<file path="src/option_byte_map.svh">
// field positions, register offsets, control bits and delay counts of the option byte decoder
`ifndef OPTION_BYTE_MAP_SVH
`define OPTION_BYTE_MAP_SVH

// first option byte
`define OPT0_PKG_HI        2
`define OPT0_PKG_LO        1
`define OPT0_PROTECT_BIT   0

// second option byte
`define OPT1_MAP_HI        7
`define OPT1_MAP_LO        6
`define OPT1_TYPE_HI       5
`define OPT1_TYPE_LO       4
`define OPT1_RANGE_HI      3
`define OPT1_RANGE_LO      2
`define OPT1_RSTDLY_BIT    0

// register byte offsets
`define REG_OPT_RAW        4'h0
`define REG_DECODE         4'h4
`define REG_CONTROL        4'h8
`define REG_STATUS         4'hC

// control register bits
`define CTRL_ERASE_BIT     0
`define CTRL_HALT_EXIT_BIT 1

// reset / halt-exit delay in cpu cycles
`define RST_DELAY_LONG     4096
`define RST_DELAY_SHORT    256
`define DLY_CNT_W          13

`endif

</file>
<file path="src/option_byte_pkg.sv">
// types shared by the option byte decoder modules
`include "option_byte_map.svh"

package option_byte_pkg;

  typedef enum logic [1:0] {
    PKG_32 = 2'b00,
    PKG_44 = 2'b01,
    PKG_64 = 2'b10
  } package_select_t;

  typedef enum logic [1:0] {
    CLK_RESONATOR = 2'b00,
    CLK_RESERVED  = 2'b01,
    CLK_INTERNAL  = 2'b10,
    CLK_EXTERNAL  = 2'b11
  } clock_source_type_t;

  typedef enum logic [1:0] {
    RANGE_1_2MHZ  = 2'b00,
    RANGE_2_4MHZ  = 2'b01,
    RANGE_4_8MHZ  = 2'b10,
    RANGE_8_16MHZ = 2'b11
  } oscillator_range_t;

  typedef enum logic [3:0] {
    PIN_NONE = 4'h0,
    PIN_PD1  = 4'h1,
    PIN_PD3  = 4'h2,
    PIN_PD4  = 4'h3,
    PIN_PD5  = 4'h4,
    PIN_PB6  = 4'h5,
    PIN_PB7  = 4'h6,
    PIN_PC0  = 4'h7,
    PIN_PC1  = 4'h8
  } pin_t;

  typedef enum logic [1:0] {
    LD_WAIT0   = 2'b00,
    LD_WAIT1   = 2'b01,
    LD_CAPTURE = 2'b10,
    LD_DONE    = 2'b11
  } load_state_t;

  typedef enum logic [2:0] {
    ER_IDLE = 3'b000,
    ER_USER = 3'b001,
    ER_OPT  = 3'b010,
    ER_DONE = 3'b011
  } erase_state_t;

  typedef struct packed {
    logic                 busy;
    logic [`DLY_CNT_W-1:0] cnt;
  } delay_state_t;

  typedef struct packed {
    logic [7:0]         sync0_a;
    logic [7:0]         sync0_b;
    logic [7:0]         sync1_a;
    logic [7:0]         sync1_b;
    load_state_t        ld;
    logic [7:0]         opt0;
    logic [7:0]         opt1;
    package_select_t    pkg;
    logic               protect;
    logic               short_dly;
    clock_source_type_t clk_src;
    oscillator_range_t  range;
    pin_t               cmp1;
    pin_t               cmp2;
    pin_t               cap1;
    pin_t               cap2;
    pin_t               s2_clk;
    pin_t               s2_tx;
    pin_t               s2_rx;
    logic               s2_en;
    logic               lock44;
    logic               lock64;
    erase_state_t       er;
    logic               user_erase_req;
    logic               opt_erase_req;
    logic               erased;
    logic               block;
    logic               dly_start;
    logic               cpu_hold;
    logic               waitreq;
    logic [31:0]        rdata;
  } decoder_state_t;

endpackage : option_byte_pkg

</file>
<file path="src/option_byte_config_decoder.sv">
// option byte capture, decode, protected erase sequence and avalon register slave
// Operation
// - package bits select 64, 44 or 32 pins
// - unbonded pads pulled up, configuration locked
// - protect bit zero enables read-out protection
// - protection blocks extraction and flash writes
// - protected option erase wipes user memory first
// - remap high zero: timer on port D
// - remap low bit moves capture2 PD1 to PC1
// - clock source type from second byte 5:4
// - oscillator range from second byte 3:2
// - delay 4096 or 256 cycles, reset/halt exit
//
// Decided for this implementation: the Avalon-MM slave port and the register offsets.
`timescale 1ns/1ps
`include "option_byte_map.svh"

module option_byte_config_decoder
#(
  parameter int LONG_CYCLES  = `RST_DELAY_LONG,
  parameter int SHORT_CYCLES = `RST_DELAY_SHORT
)
(
  // clock and reset
  input  wire logic                                i_clk,
  input  wire logic                                i_reset,
  // non-volatile option bytes
  input  wire logic [7:0]                          i_opt_byte0,
  input  wire logic [7:0]                          i_opt_byte1,
  // cpu halt exit and flash erase handshake
  input  wire logic                                i_halt_exit,
  input  wire logic                                i_user_erase_done,
  input  wire logic                                i_opt_erase_done,
  // avalon-mm slave
  input  wire logic [3:0]                          i_avs_address,
  input  wire logic                                i_avs_read,
  input  wire logic                                i_avs_write,
  input  wire logic [31:0]                         i_avs_writedata,
  input  wire logic [3:0]                          i_avs_byteenable,
  output logic [31:0]                              o_avs_readdata,
  output logic                                     o_avs_waitrequest,
  // decoded settings
  output option_byte_pkg::package_select_t         o_package_select,
  output logic                                     o_readout_protect,
  output option_byte_pkg::clock_source_type_t      o_clock_source_type,
  output option_byte_pkg::oscillator_range_t       o_oscillator_range,
  output logic                                     o_reset_delay_select,
  // pad control
  output logic                                     o_pullup_lock_grp44,
  output logic                                     o_pullup_lock_grp64,
  output logic                                     o_extract_block,
  output logic                                     o_flash_write_block,
  // alternate function routing
  output option_byte_pkg::pin_t                    o_timer_compare_out1_pin,
  output option_byte_pkg::pin_t                    o_timer_compare_out2_pin,
  output option_byte_pkg::pin_t                    o_timer_capture_in1_pin,
  output option_byte_pkg::pin_t                    o_timer_capture_in2_pin,
  output option_byte_pkg::pin_t                    o_serial2_clock_pin,
  output option_byte_pkg::pin_t                    o_serial2_tx_pin,
  output option_byte_pkg::pin_t                    o_serial2_rx_pin,
  output logic                                     o_serial2_enable,
  // erase and cpu control
  output logic                                     o_user_erase_req,
  output logic                                     o_opt_erase_req,
  output logic                                     o_cpu_hold
);
  import option_byte_pkg::*;

  decoder_state_t s_r;
  decoder_state_t s_nxt;

  logic       dly_busy;
  logic [7:0] b0;
  logic [7:0] b1;
  logic       remap_hi;
  logic       remap_lo;
  logic       req;
  logic       wr_acc;
  logic       wr_ctrl;
  logic       erase_cmd;
  logic       halt_cmd;

  function automatic package_select_t decode_package(input logic [1:0] bits);
    if (bits[1])
      return PKG_64;
    else if (bits[0])
      return PKG_44;
    else
      return PKG_32;
  endfunction : decode_package

  function automatic pin_t pick_pin(input logic sel, input pin_t when0, input pin_t when1);
    return sel ? when1 : when0;
  endfunction : pick_pin

  function automatic logic is_loaded(input load_state_t st);
    return st == LD_DONE;
  endfunction : is_loaded

  // synchronised option bytes
  assign b0       = s_r.sync0_b;
  assign b1       = s_r.sync1_b;
  assign remap_hi = b1[`OPT1_MAP_HI];
  assign remap_lo = b1[`OPT1_MAP_LO];

  // register access decode
  assign req       = i_avs_read | i_avs_write;
  // a write acts only at the edge that ends the ready cycle
  assign wr_acc    = i_avs_write & ~s_r.waitreq;
  assign wr_ctrl   = wr_acc & (i_avs_address == `REG_CONTROL) & i_avs_byteenable[0];
  assign erase_cmd = wr_ctrl & i_avs_writedata[`CTRL_ERASE_BIT];
  assign halt_cmd  = i_halt_exit | (wr_ctrl & i_avs_writedata[`CTRL_HALT_EXIT_BIT]);

  reset_delay_counter
  #(
    .LONG_CYCLES  (LONG_CYCLES),
    .SHORT_CYCLES (SHORT_CYCLES)
  )
  u_delay
  (
    .i_clk   (i_clk),
    .i_reset (i_reset),
    .i_start (s_r.dly_start),
    .i_short (s_r.short_dly),
    .o_busy  (dly_busy)
  );

  always_comb
  begin
    s_nxt           = s_r;
    s_nxt.sync0_a   = i_opt_byte0;
    s_nxt.sync0_b   = s_r.sync0_a;
    s_nxt.sync1_a   = i_opt_byte1;
    s_nxt.sync1_b   = s_r.sync1_a;
    s_nxt.dly_start = 1'b0;

    // option byte load, once per reset
    case (s_r.ld)
      LD_WAIT0:
        s_nxt.ld = LD_WAIT1;
      LD_WAIT1:
        s_nxt.ld = LD_CAPTURE;
      LD_CAPTURE:
      begin
        s_nxt.opt0      = b0;
        s_nxt.opt1      = b1;
        s_nxt.pkg       = decode_package(b0[`OPT0_PKG_HI:`OPT0_PKG_LO]);
        s_nxt.protect   = ~b0[`OPT0_PROTECT_BIT];
        s_nxt.clk_src   = clock_source_type_t'(b1[`OPT1_TYPE_HI:`OPT1_TYPE_LO]);
        s_nxt.range     = oscillator_range_t'(b1[`OPT1_RANGE_HI:`OPT1_RANGE_LO]);
        s_nxt.short_dly = b1[`OPT1_RSTDLY_BIT];
        s_nxt.cmp1      = pick_pin(remap_hi, PIN_PD3, PIN_PB6);
        s_nxt.cmp2      = pick_pin(remap_hi, PIN_PD5, PIN_PB7);
        s_nxt.cap1      = pick_pin(remap_hi, PIN_PD4, PIN_PC0);
        s_nxt.s2_clk    = pick_pin(remap_hi, PIN_NONE, PIN_PD3);
        s_nxt.s2_tx     = pick_pin(remap_hi, PIN_NONE, PIN_PD5);
        s_nxt.s2_rx     = pick_pin(remap_hi, PIN_NONE, PIN_PD4);
        s_nxt.s2_en     = remap_hi;
        s_nxt.cap2      = pick_pin(remap_lo, PIN_PD1, PIN_PC1);
        s_nxt.dly_start = 1'b1;
        s_nxt.ld        = LD_DONE;
      end
      LD_DONE:
      begin
        s_nxt.ld = LD_DONE;
        // a halt exit while a delay runs is dropped, not queued
        if (halt_cmd && !dly_busy && !s_r.dly_start)
          s_nxt.dly_start = 1'b1;
      end
      default:
        s_nxt.ld = LD_WAIT0;
    endcase

    // unbonded pads: 32 pins leaves both groups open, 44 leaves the 64-only group
    s_nxt.lock44 = 1'b0;
    s_nxt.lock64 = 1'b0;
    if (is_loaded(s_nxt.ld))
    begin
      case (s_nxt.pkg)
        PKG_32:
        begin
          s_nxt.lock44 = 1'b1;
          s_nxt.lock64 = 1'b1;
        end
        PKG_44:
          s_nxt.lock64 = 1'b1;
        default:
          s_nxt.lock64 = 1'b0;
      endcase
    end

    // option erase: user memory goes first when protected
    case (s_r.er)
      ER_IDLE:
      begin
        if (erase_cmd && is_loaded(s_r.ld))
        begin
          if (s_r.protect)
          begin
            s_nxt.er             = ER_USER;
            s_nxt.user_erase_req = 1'b1;
          end
          else
          begin
            s_nxt.er            = ER_OPT;
            s_nxt.opt_erase_req = 1'b1;
          end
        end
      end
      ER_USER:
      begin
        if (i_user_erase_done)
        begin
          s_nxt.user_erase_req = 1'b0;
          s_nxt.opt_erase_req  = 1'b1;
          s_nxt.er             = ER_OPT;
        end
      end
      ER_OPT:
      begin
        if (i_opt_erase_done)
        begin
          s_nxt.opt_erase_req = 1'b0;
          s_nxt.erased        = 1'b1;
          s_nxt.er            = ER_DONE;
        end
      end
      ER_DONE:
        s_nxt.er = ER_IDLE;
      default:
      begin
        s_nxt.er             = ER_IDLE;
        s_nxt.user_erase_req = 1'b0;
        s_nxt.opt_erase_req  = 1'b0;
      end
    endcase

    // blocked until loaded; lifted once protected contents are gone
    s_nxt.block = !is_loaded(s_nxt.ld) || (s_nxt.protect && !s_nxt.erased);

    // hold spans the start pulse and the counter's own register stage
    s_nxt.cpu_hold = !is_loaded(s_nxt.ld) || s_nxt.dly_start || s_r.dly_start ||
                     dly_busy;

    // one wait cycle, then a single ready cycle
    s_nxt.waitreq = ~(req & s_r.waitreq);
    // read data loads in the wait cycle, so it stands at the accept edge
    if (i_avs_read && s_r.waitreq)
    begin
      case (i_avs_address)
        `REG_OPT_RAW:
          s_nxt.rdata = {15'h0000, is_loaded(s_r.ld), s_r.opt1, s_r.opt0};
        `REG_DECODE:
          s_nxt.rdata = {7'h00, s_r.s2_en, s_r.cap2, s_r.cap1, s_r.cmp2, s_r.cmp1,
                         s_r.short_dly, s_r.range, s_r.clk_src, s_r.protect, s_r.pkg};
        `REG_STATUS:
          s_nxt.rdata = {26'h0000000, dly_busy, s_r.cpu_hold, s_r.erased, s_r.er};
        default:
          s_nxt.rdata = 32'h00000000;
      endcase
    end
  end

  always_ff @(posedge i_clk or posedge i_reset)
  begin
    if (i_reset)
    begin
      s_r          <= '0;
      s_r.block    <= 1'b1;
      s_r.cpu_hold <= 1'b1;
      s_r.waitreq  <= 1'b1;
    end
    else
    begin
      s_r <= s_nxt;
    end
  end

  assign o_avs_readdata           = s_r.rdata;
  assign o_avs_waitrequest        = s_r.waitreq;
  assign o_package_select         = s_r.pkg;
  assign o_readout_protect        = s_r.protect;
  assign o_clock_source_type      = s_r.clk_src;
  assign o_oscillator_range       = s_r.range;
  assign o_reset_delay_select     = s_r.short_dly;
  assign o_pullup_lock_grp44      = s_r.lock44;
  assign o_pullup_lock_grp64      = s_r.lock64;
  assign o_extract_block          = s_r.block;
  assign o_flash_write_block      = s_r.block;
  assign o_timer_compare_out1_pin = s_r.cmp1;
  assign o_timer_compare_out2_pin = s_r.cmp2;
  assign o_timer_capture_in1_pin  = s_r.cap1;
  assign o_timer_capture_in2_pin  = s_r.cap2;
  assign o_serial2_clock_pin      = s_r.s2_clk;
  assign o_serial2_tx_pin         = s_r.s2_tx;
  assign o_serial2_rx_pin         = s_r.s2_rx;
  assign o_serial2_enable         = s_r.s2_en;
  assign o_user_erase_req         = s_r.user_erase_req;
  assign o_opt_erase_req          = s_r.opt_erase_req;
  assign o_cpu_hold               = s_r.cpu_hold;

endmodule : option_byte_config_decoder

</file>
<file path="src/reset_delay_counter.sv">
// counter that holds busy for the selected number of cpu cycles
`timescale 1ns/1ps
`include "option_byte_map.svh"

module reset_delay_counter
#(
  parameter int LONG_CYCLES  = `RST_DELAY_LONG,
  parameter int SHORT_CYCLES = `RST_DELAY_SHORT
)
(
  // clock and reset
  input  wire logic i_clk,
  input  wire logic i_reset,
  // control
  input  wire logic i_start,
  input  wire logic i_short,
  // status
  output logic      o_busy
);
  import option_byte_pkg::*;

  delay_state_t s_r;
  delay_state_t s_nxt;

  always_comb
  begin
    s_nxt = s_r;
    if (i_start)
    begin
      s_nxt.busy = 1'b1;
      s_nxt.cnt  = i_short ? `DLY_CNT_W'(SHORT_CYCLES - 1)
                           : `DLY_CNT_W'(LONG_CYCLES - 1);
    end
    else if (s_r.busy)
    begin
      if (s_r.cnt == '0)
        s_nxt.busy = 1'b0;
      else
        s_nxt.cnt = s_r.cnt - 1'b1;
    end
  end

  always_ff @(posedge i_clk or posedge i_reset)
  begin
    if (i_reset)
      s_r <= '0;
    else
      s_r <= s_nxt;
  end

  assign o_busy = s_r.busy;

endmodule : reset_delay_counter

</file>
<file path="config.mk">
export PLATFORM = sky130hd
export DESIGN_NAME = option_byte_config_decoder
export DESIGN_NICKNAME = d
export VERILOG_FILES = /design/src/option_byte_pkg.sv /design/src/option_byte_config_decoder.sv /design/src/reset_delay_counter.sv
export VERILOG_INCLUDE_DIRS = /design/src
export SDC_FILE = /design/constraint.sdc
export NUM_CORES = 1
export LEC_CHECK = 0
export ABC_AREA = 1
export BUFFER_PORTS_ARGS = -buffer_cell sky130_fd_sc_hd__buf_2
export CAP_MARGIN = 20
export CORE_MARGIN = 2
export CORE_UTILIZATION = 30
export DETAILED_ROUTE_END_ITERATION = 6
export HOLD_SLACK_MARGIN = 0.08
export PLACE_DENSITY = 0.54
export SLEW_MARGIN = 20
export SYNTH_ARGS = -nofsm -noshare
export SYNTH_HDL_FRONTEND = slang
export SYNTH_HIERARCHICAL = 1
export SYNTH_SLANG_ARGS = --single-unit
</file>
<file path="constraint.sdc">
create_clock -name i_clk -period 3.5 [get_ports i_clk]
set_input_delay 0.875 -clock i_clk [delete_from_list [all_inputs] [get_ports i_clk]]
set_output_delay 0.875 -clock i_clk [all_outputs]
set_load 0.1 [all_outputs]
</file>
### Word level (Yosys, flattened, before mapping)

Cells that the tools add are included.

| word-level totals | value |
|---|---|
| output and inout bits | 77 |
| input port bits | 63 |
| word-level logic and storage cells | 123 |
| bits in registers | 145 |

| operators by class | value |
|---|---|
| bitwise operators | 13 |
| $add $sub $neg | 1 |
| multiplexer cells | 33 |
| reduce and logical (&&, ||, !) cells | 26 |
| equal/unequal tests | 17 |

Operators by type and width:

| kind | number |
|---|---|
| $pmux W25 S3 | 1 |
| $mux W37 | 1 |
| $mux W14 | 2 |
| $mux W2 | 7 |
| $logic_not A13 Y1 | 1 |
| $mux W13 | 1 |
| $sub A13 B1 Y13 const B | 1 |
| $mux W12 | 1 |
| $mux W3 | 4 |
| $ne A2 B2 Y1 const B | 6 |
| $mux W5 | 2 |
| $pmux W3 S3 | 1 |
| $eq A4 B4 Y1 const B | 2 |
| $mux W1 | 8 |
| $and A1 B1 Y1 | 6 |
| $eq A2 B2 Y1 const B | 3 |
| $eq A3 B2 Y1 const B | 2 |
| $pmux W2 S3 | 1 |
| $reduce_or A2 Y1 | 3 |
| $logic_and A1 B1 Y1 | 5 |
| $not A1 Y1 | 5 |
| $reduce_and A5 Y1 | 1 |
| $eq A2 B1 Y1 const B | 2 |
| $eq A4 B3 Y1 const B | 1 |
| other kinds (15) | 23 |

### Longest topological paths before layout

| depth | value |
|---|---|
| word-level depth | 13 |
| gate-level depth with buffers | 9 |
| mapped depth without buffers | 9 |

### Modules after synthesis

The synthesis kept the hierarchy.

By module, submodules not included:

| module | instances | area each (µm²) | seq. area each (µm²) | cells each |
|---|---|---|---|---|
| option_byte_config_decoder | 1 | 3751.1 | 2205.9 | 388 |
| reset_delay_counter | 1 | 948.4 | 350.3 | 128 |

### Worst setup path before layout

Ideal clock, no wire load.

| timing path | value |
|---|---|
| kind | reg-to-output |
| start point | register o_serial2_rx_pin[0] (netlist name) |
| end point | output o_serial2_clock_pin[1] |
| setup slack | 1137 ps |
| required time | 2625 ps |
| stages on the path, launching flop included | 2 |
| arrival | 1488 ps |
| buffers on the path | 1 |
| cell sequence | dfrtp_1 buf_4 |

RTL lines:

| element | line | text |
|---|---|---|
| end, declared | option_byte_config_decoder.sv:58 | `output option_byte_pkg::pin_t o_serial2_clock_pin,` |

==> impl_metrics.py <==
metrics = {
    "min_path": {
        "hold_depth": 0,
        "min_to": "b1[4]",
        "hold_class": "flop to flop",
        "hold_path_startpoint": "s_nxt[103]",
    },
    "layout": {
        "area_growth_pct": 12.99,
        "post-route-util": 0.3480,
        "nets": 626,
        "fillers": 1583,
        "antennaDiodeCount": 0,
        "drive_above_1_share": 0.2327,
    },
    "critical_path": {
        "critPathKind": "flop to output pin",
        "cp.arrival_ps": 1390,
        "rrSetupSlack_ps": 1860,
        "crit_path_max_incr_delay_ps": 540,
        "critPathBufInv": 1,
        "slowest_stage": "dfrtp_1",
        "crit_fanout": 12,
        "cp_cell_sequence": "buf_2",
        "cp.required_ps": 2620,
        "crit_family": "flip-flops",
        "cp-startpoint": "o_serial2_rx_pin[0]",
        "cp.depth": 1,
        "cp-end-kind": "output pin",
        "ff2ff_path_depth": 9,
        "crit-reg2reg-launch": "u_delay/s_r[0]",
        "crit_path_start_kind": "flop",
        "r2r-end": "u_delay/s_r[0]",
    },
    "sta": {
        "tightest_slew_ps": 633.8,
        "period_needed_ps": 2263,
        "fin_crit_sh": 0.6465,
        "rsz0062_at_grt": "false",
        "worst_slack_ps": 1237,
        "slew_headroom": 0.5774,
        "fin_skew_ps": 9.419,
        "fin_setup_tns_ps": 0,
        "drv_slew": 0,
        "final_hold_viol_count": 0,
        "finalSetupViolCount": 0,
        "timing.fmax_mhz": 441.9,
    },
    "global_route": {
        "grt_pass1_wl_mm": 15.77,
        "grt_usage": 0.1221,
        "grt.overflow.total": 0,
        "antenna_found_initial": 1,
        "grt_pass1_vias": 3050,
        "grt_max_degree": 54,
    },
    "die": {
        "die_w_um": 129.2,
        "die_h_um": 129.2,
        "start_util": 0.3080,
        "ios": 140,
        "die-area_um2": 16680,
        "core_um2": 15260,
        "core.rowCount": 45,
    },
    "synth": {
        "synth_mux_area_frac": 0,
        "synthesis.area_um2": 4700,
        "synth.yosys.seq_area_share": 0.5439,
        "yosys.area_share.simple": 0.2146,
        "ys_ff_latch": 102,
        "async_flop_share": 1.000,
        "synth_top_family_by_area": "simple AND/OR/NAND/NOR gates",
        "yosysUniqueCellTypes": 37,
        "synth_compound_area_frac": 0.06416,
        "synth_warnings": 6,
        "synth_xor_area_frac": 0,
        "synthFlopType": "dfrtp_1",
        "syn_area_per_cell_um2": 9.108,
        "syn_inst": 516,
        "synth_edf_count": 0,
        "synthAdderAreaFrac": 0.01331,
    },
    "run_status": {
        "status": "complete, no violations",
    },
    "clocking": {
        "cts_tree": "built",
        "cts.sinks": 102,
        "cts.reportedPaths.clkPinSlew_ps": 70,
        "cts-root-buf": "clkbuf_16",
        "cts_buffer_depth": 2,
        "ctsHoldBuffers": 0,
        "cts_resized": 0,
        "postCtsSetupBuffers": 0,
        "cts_buffers": 9,
        "htreeDepth": 3,
        "clk_latency_ps": 350,
    },
    "placement": {
        "gp_congestion": 0.8341,
        "io_buffers": 82,
        "pre_cts_ws_ps": 1340,
        "hpwl_mm": 7.166,
    },
    "route": {
        "viasPerCell": 4.105,
        "top_layer_used": "met5",
        "route.antenna.remaining_nets": 0,
        "wire_per_inst_um": 12.58,
        "dr.pass1.iters": 4,
        "vias": 3177,
        "wl_met1_mm": 4.466,
        "drc_errors": 0,
        "wl_met2_mm": 4.682,
        "wl_mm": 9.739,
        "met3WireLength_um": 508,
        "drt_iter0_markers": 130,
    },
    "run": {
        "max_cap_viol_count": 0,
    },
    "power_and_ir_drop": {
        "p_per_area_nw_per_um2": 598.3,
        "p_leak_nw": 2.786,
        "ir_drop_mv": 0.3214,
    },
}
==> worst max path at each step <==
stage | end | slack (ps)
6_report | o_timer_capture_in1_pin[2] | 1240
5_1_grt | o_serial2_clock_pin[1] | 1170
4_1_cts | o_serial2_rx_pin[0] | 1210
3_5_place_dp | o_avs_readdata[4] | 1340
3_3_place_gp | o_avs_readdata[14] | 1380
2_1_floorplan | b0[0] | 350
==> synth_stat cells, types with 5 or more instances <==
cell      number  area share
a21oi_1        8      0.0085
buf_4         67        0.11
o21ai_0       24       0.026
nor2_1        30       0.024
clkbuf_1       5      0.0040
dfrtp_1       99        0.53
nand2_1      137        0.11
nand4_1       10       0.013
inv_2          6      0.0048
inv_1         51       0.041
ha_1           5       0.013
nand3_1       21       0.022
==> cells in the final DEF (no fill, tap or decap), types with 4 or more instances in the layout <==
cell	n
nand4_1	10
inv_1	50
nor3_1	4
o22ai_1	4
o21ai_0	24
clkbuf_16	9
nand3_2	4
a21oi_1	8
inv_2	6
buf_2	82
nand3_1	21
nor2_1	30
ha_1	5
nand2_1	137
dfrtp_1	99
conb_1	24
==> metrics by stage <==
stage | power [mW] | instances | hold slack, ps | cell area (µm²)
final | 3.177 | 774 | 348.8 | 5310
after global routing | 3.307 | 774 | 352.8 | 5310
after CTS | 3.206 | 773 | 350.8 | 5290
after detailed placement | 2.028 | 757 | 334.7 | 4936
after global placement | 2.009 | 757 | 333.0 | 4936
after floorplan | 1.956 | 539 | 331.2 | 4786
==> metal layers <==
metal,vias to the layer above,GRT usage
met5,-,0
met4,2,0.03261
met3,6,0.03675
met2,90,0.1972
met1,1464,0.1605
li1,1615,-
==> logic make-up (layout without fill, tap and decap cells) <==
kind of cell               count (synthesis)  in the layout
buffers and inverters                    134            158
DFF                                      102            102
other                                      1             24
adders and majority gates                  5              5
and+or+nand+nor                          222            222
AOI/OAI and AO/OA                         52             52
==> where the power goes <==
part / internal, mW / leakage (nW) / switching, mW
Clock: 0.709 / 0.173 / 0.461
Sequential: 1.25 / 1.22 / 0.0529
Combinational: 0.123 / 1.39 / 0.581
Total: 2.08 / 2.79 / 1.10
==> layout make-up <==
type	count	area [µm²]	share of cell area
Multi-Input combinational cell	303	1463	0.2754
Clock buffer	9	225.2	0.04241
Inverter	57	215.2	0.04053
Sequential cell	102	2556	0.4814
Tap cell	211	264.0	0.04972
Timing Repair Buffer	85	457.9	0.08624
Clock inverter	7	128.9	0.02427
==> sequential cells by signal, indices dropped and copies added (netlist names), 2 cells and up <==
signal            count
s_r                  21
s_nxt                16
u_delay/s_r          13
o_avs_readdata       21
o_package_select      2
b0                    8
b1                    8
Power figures use the tool's default switching activity.
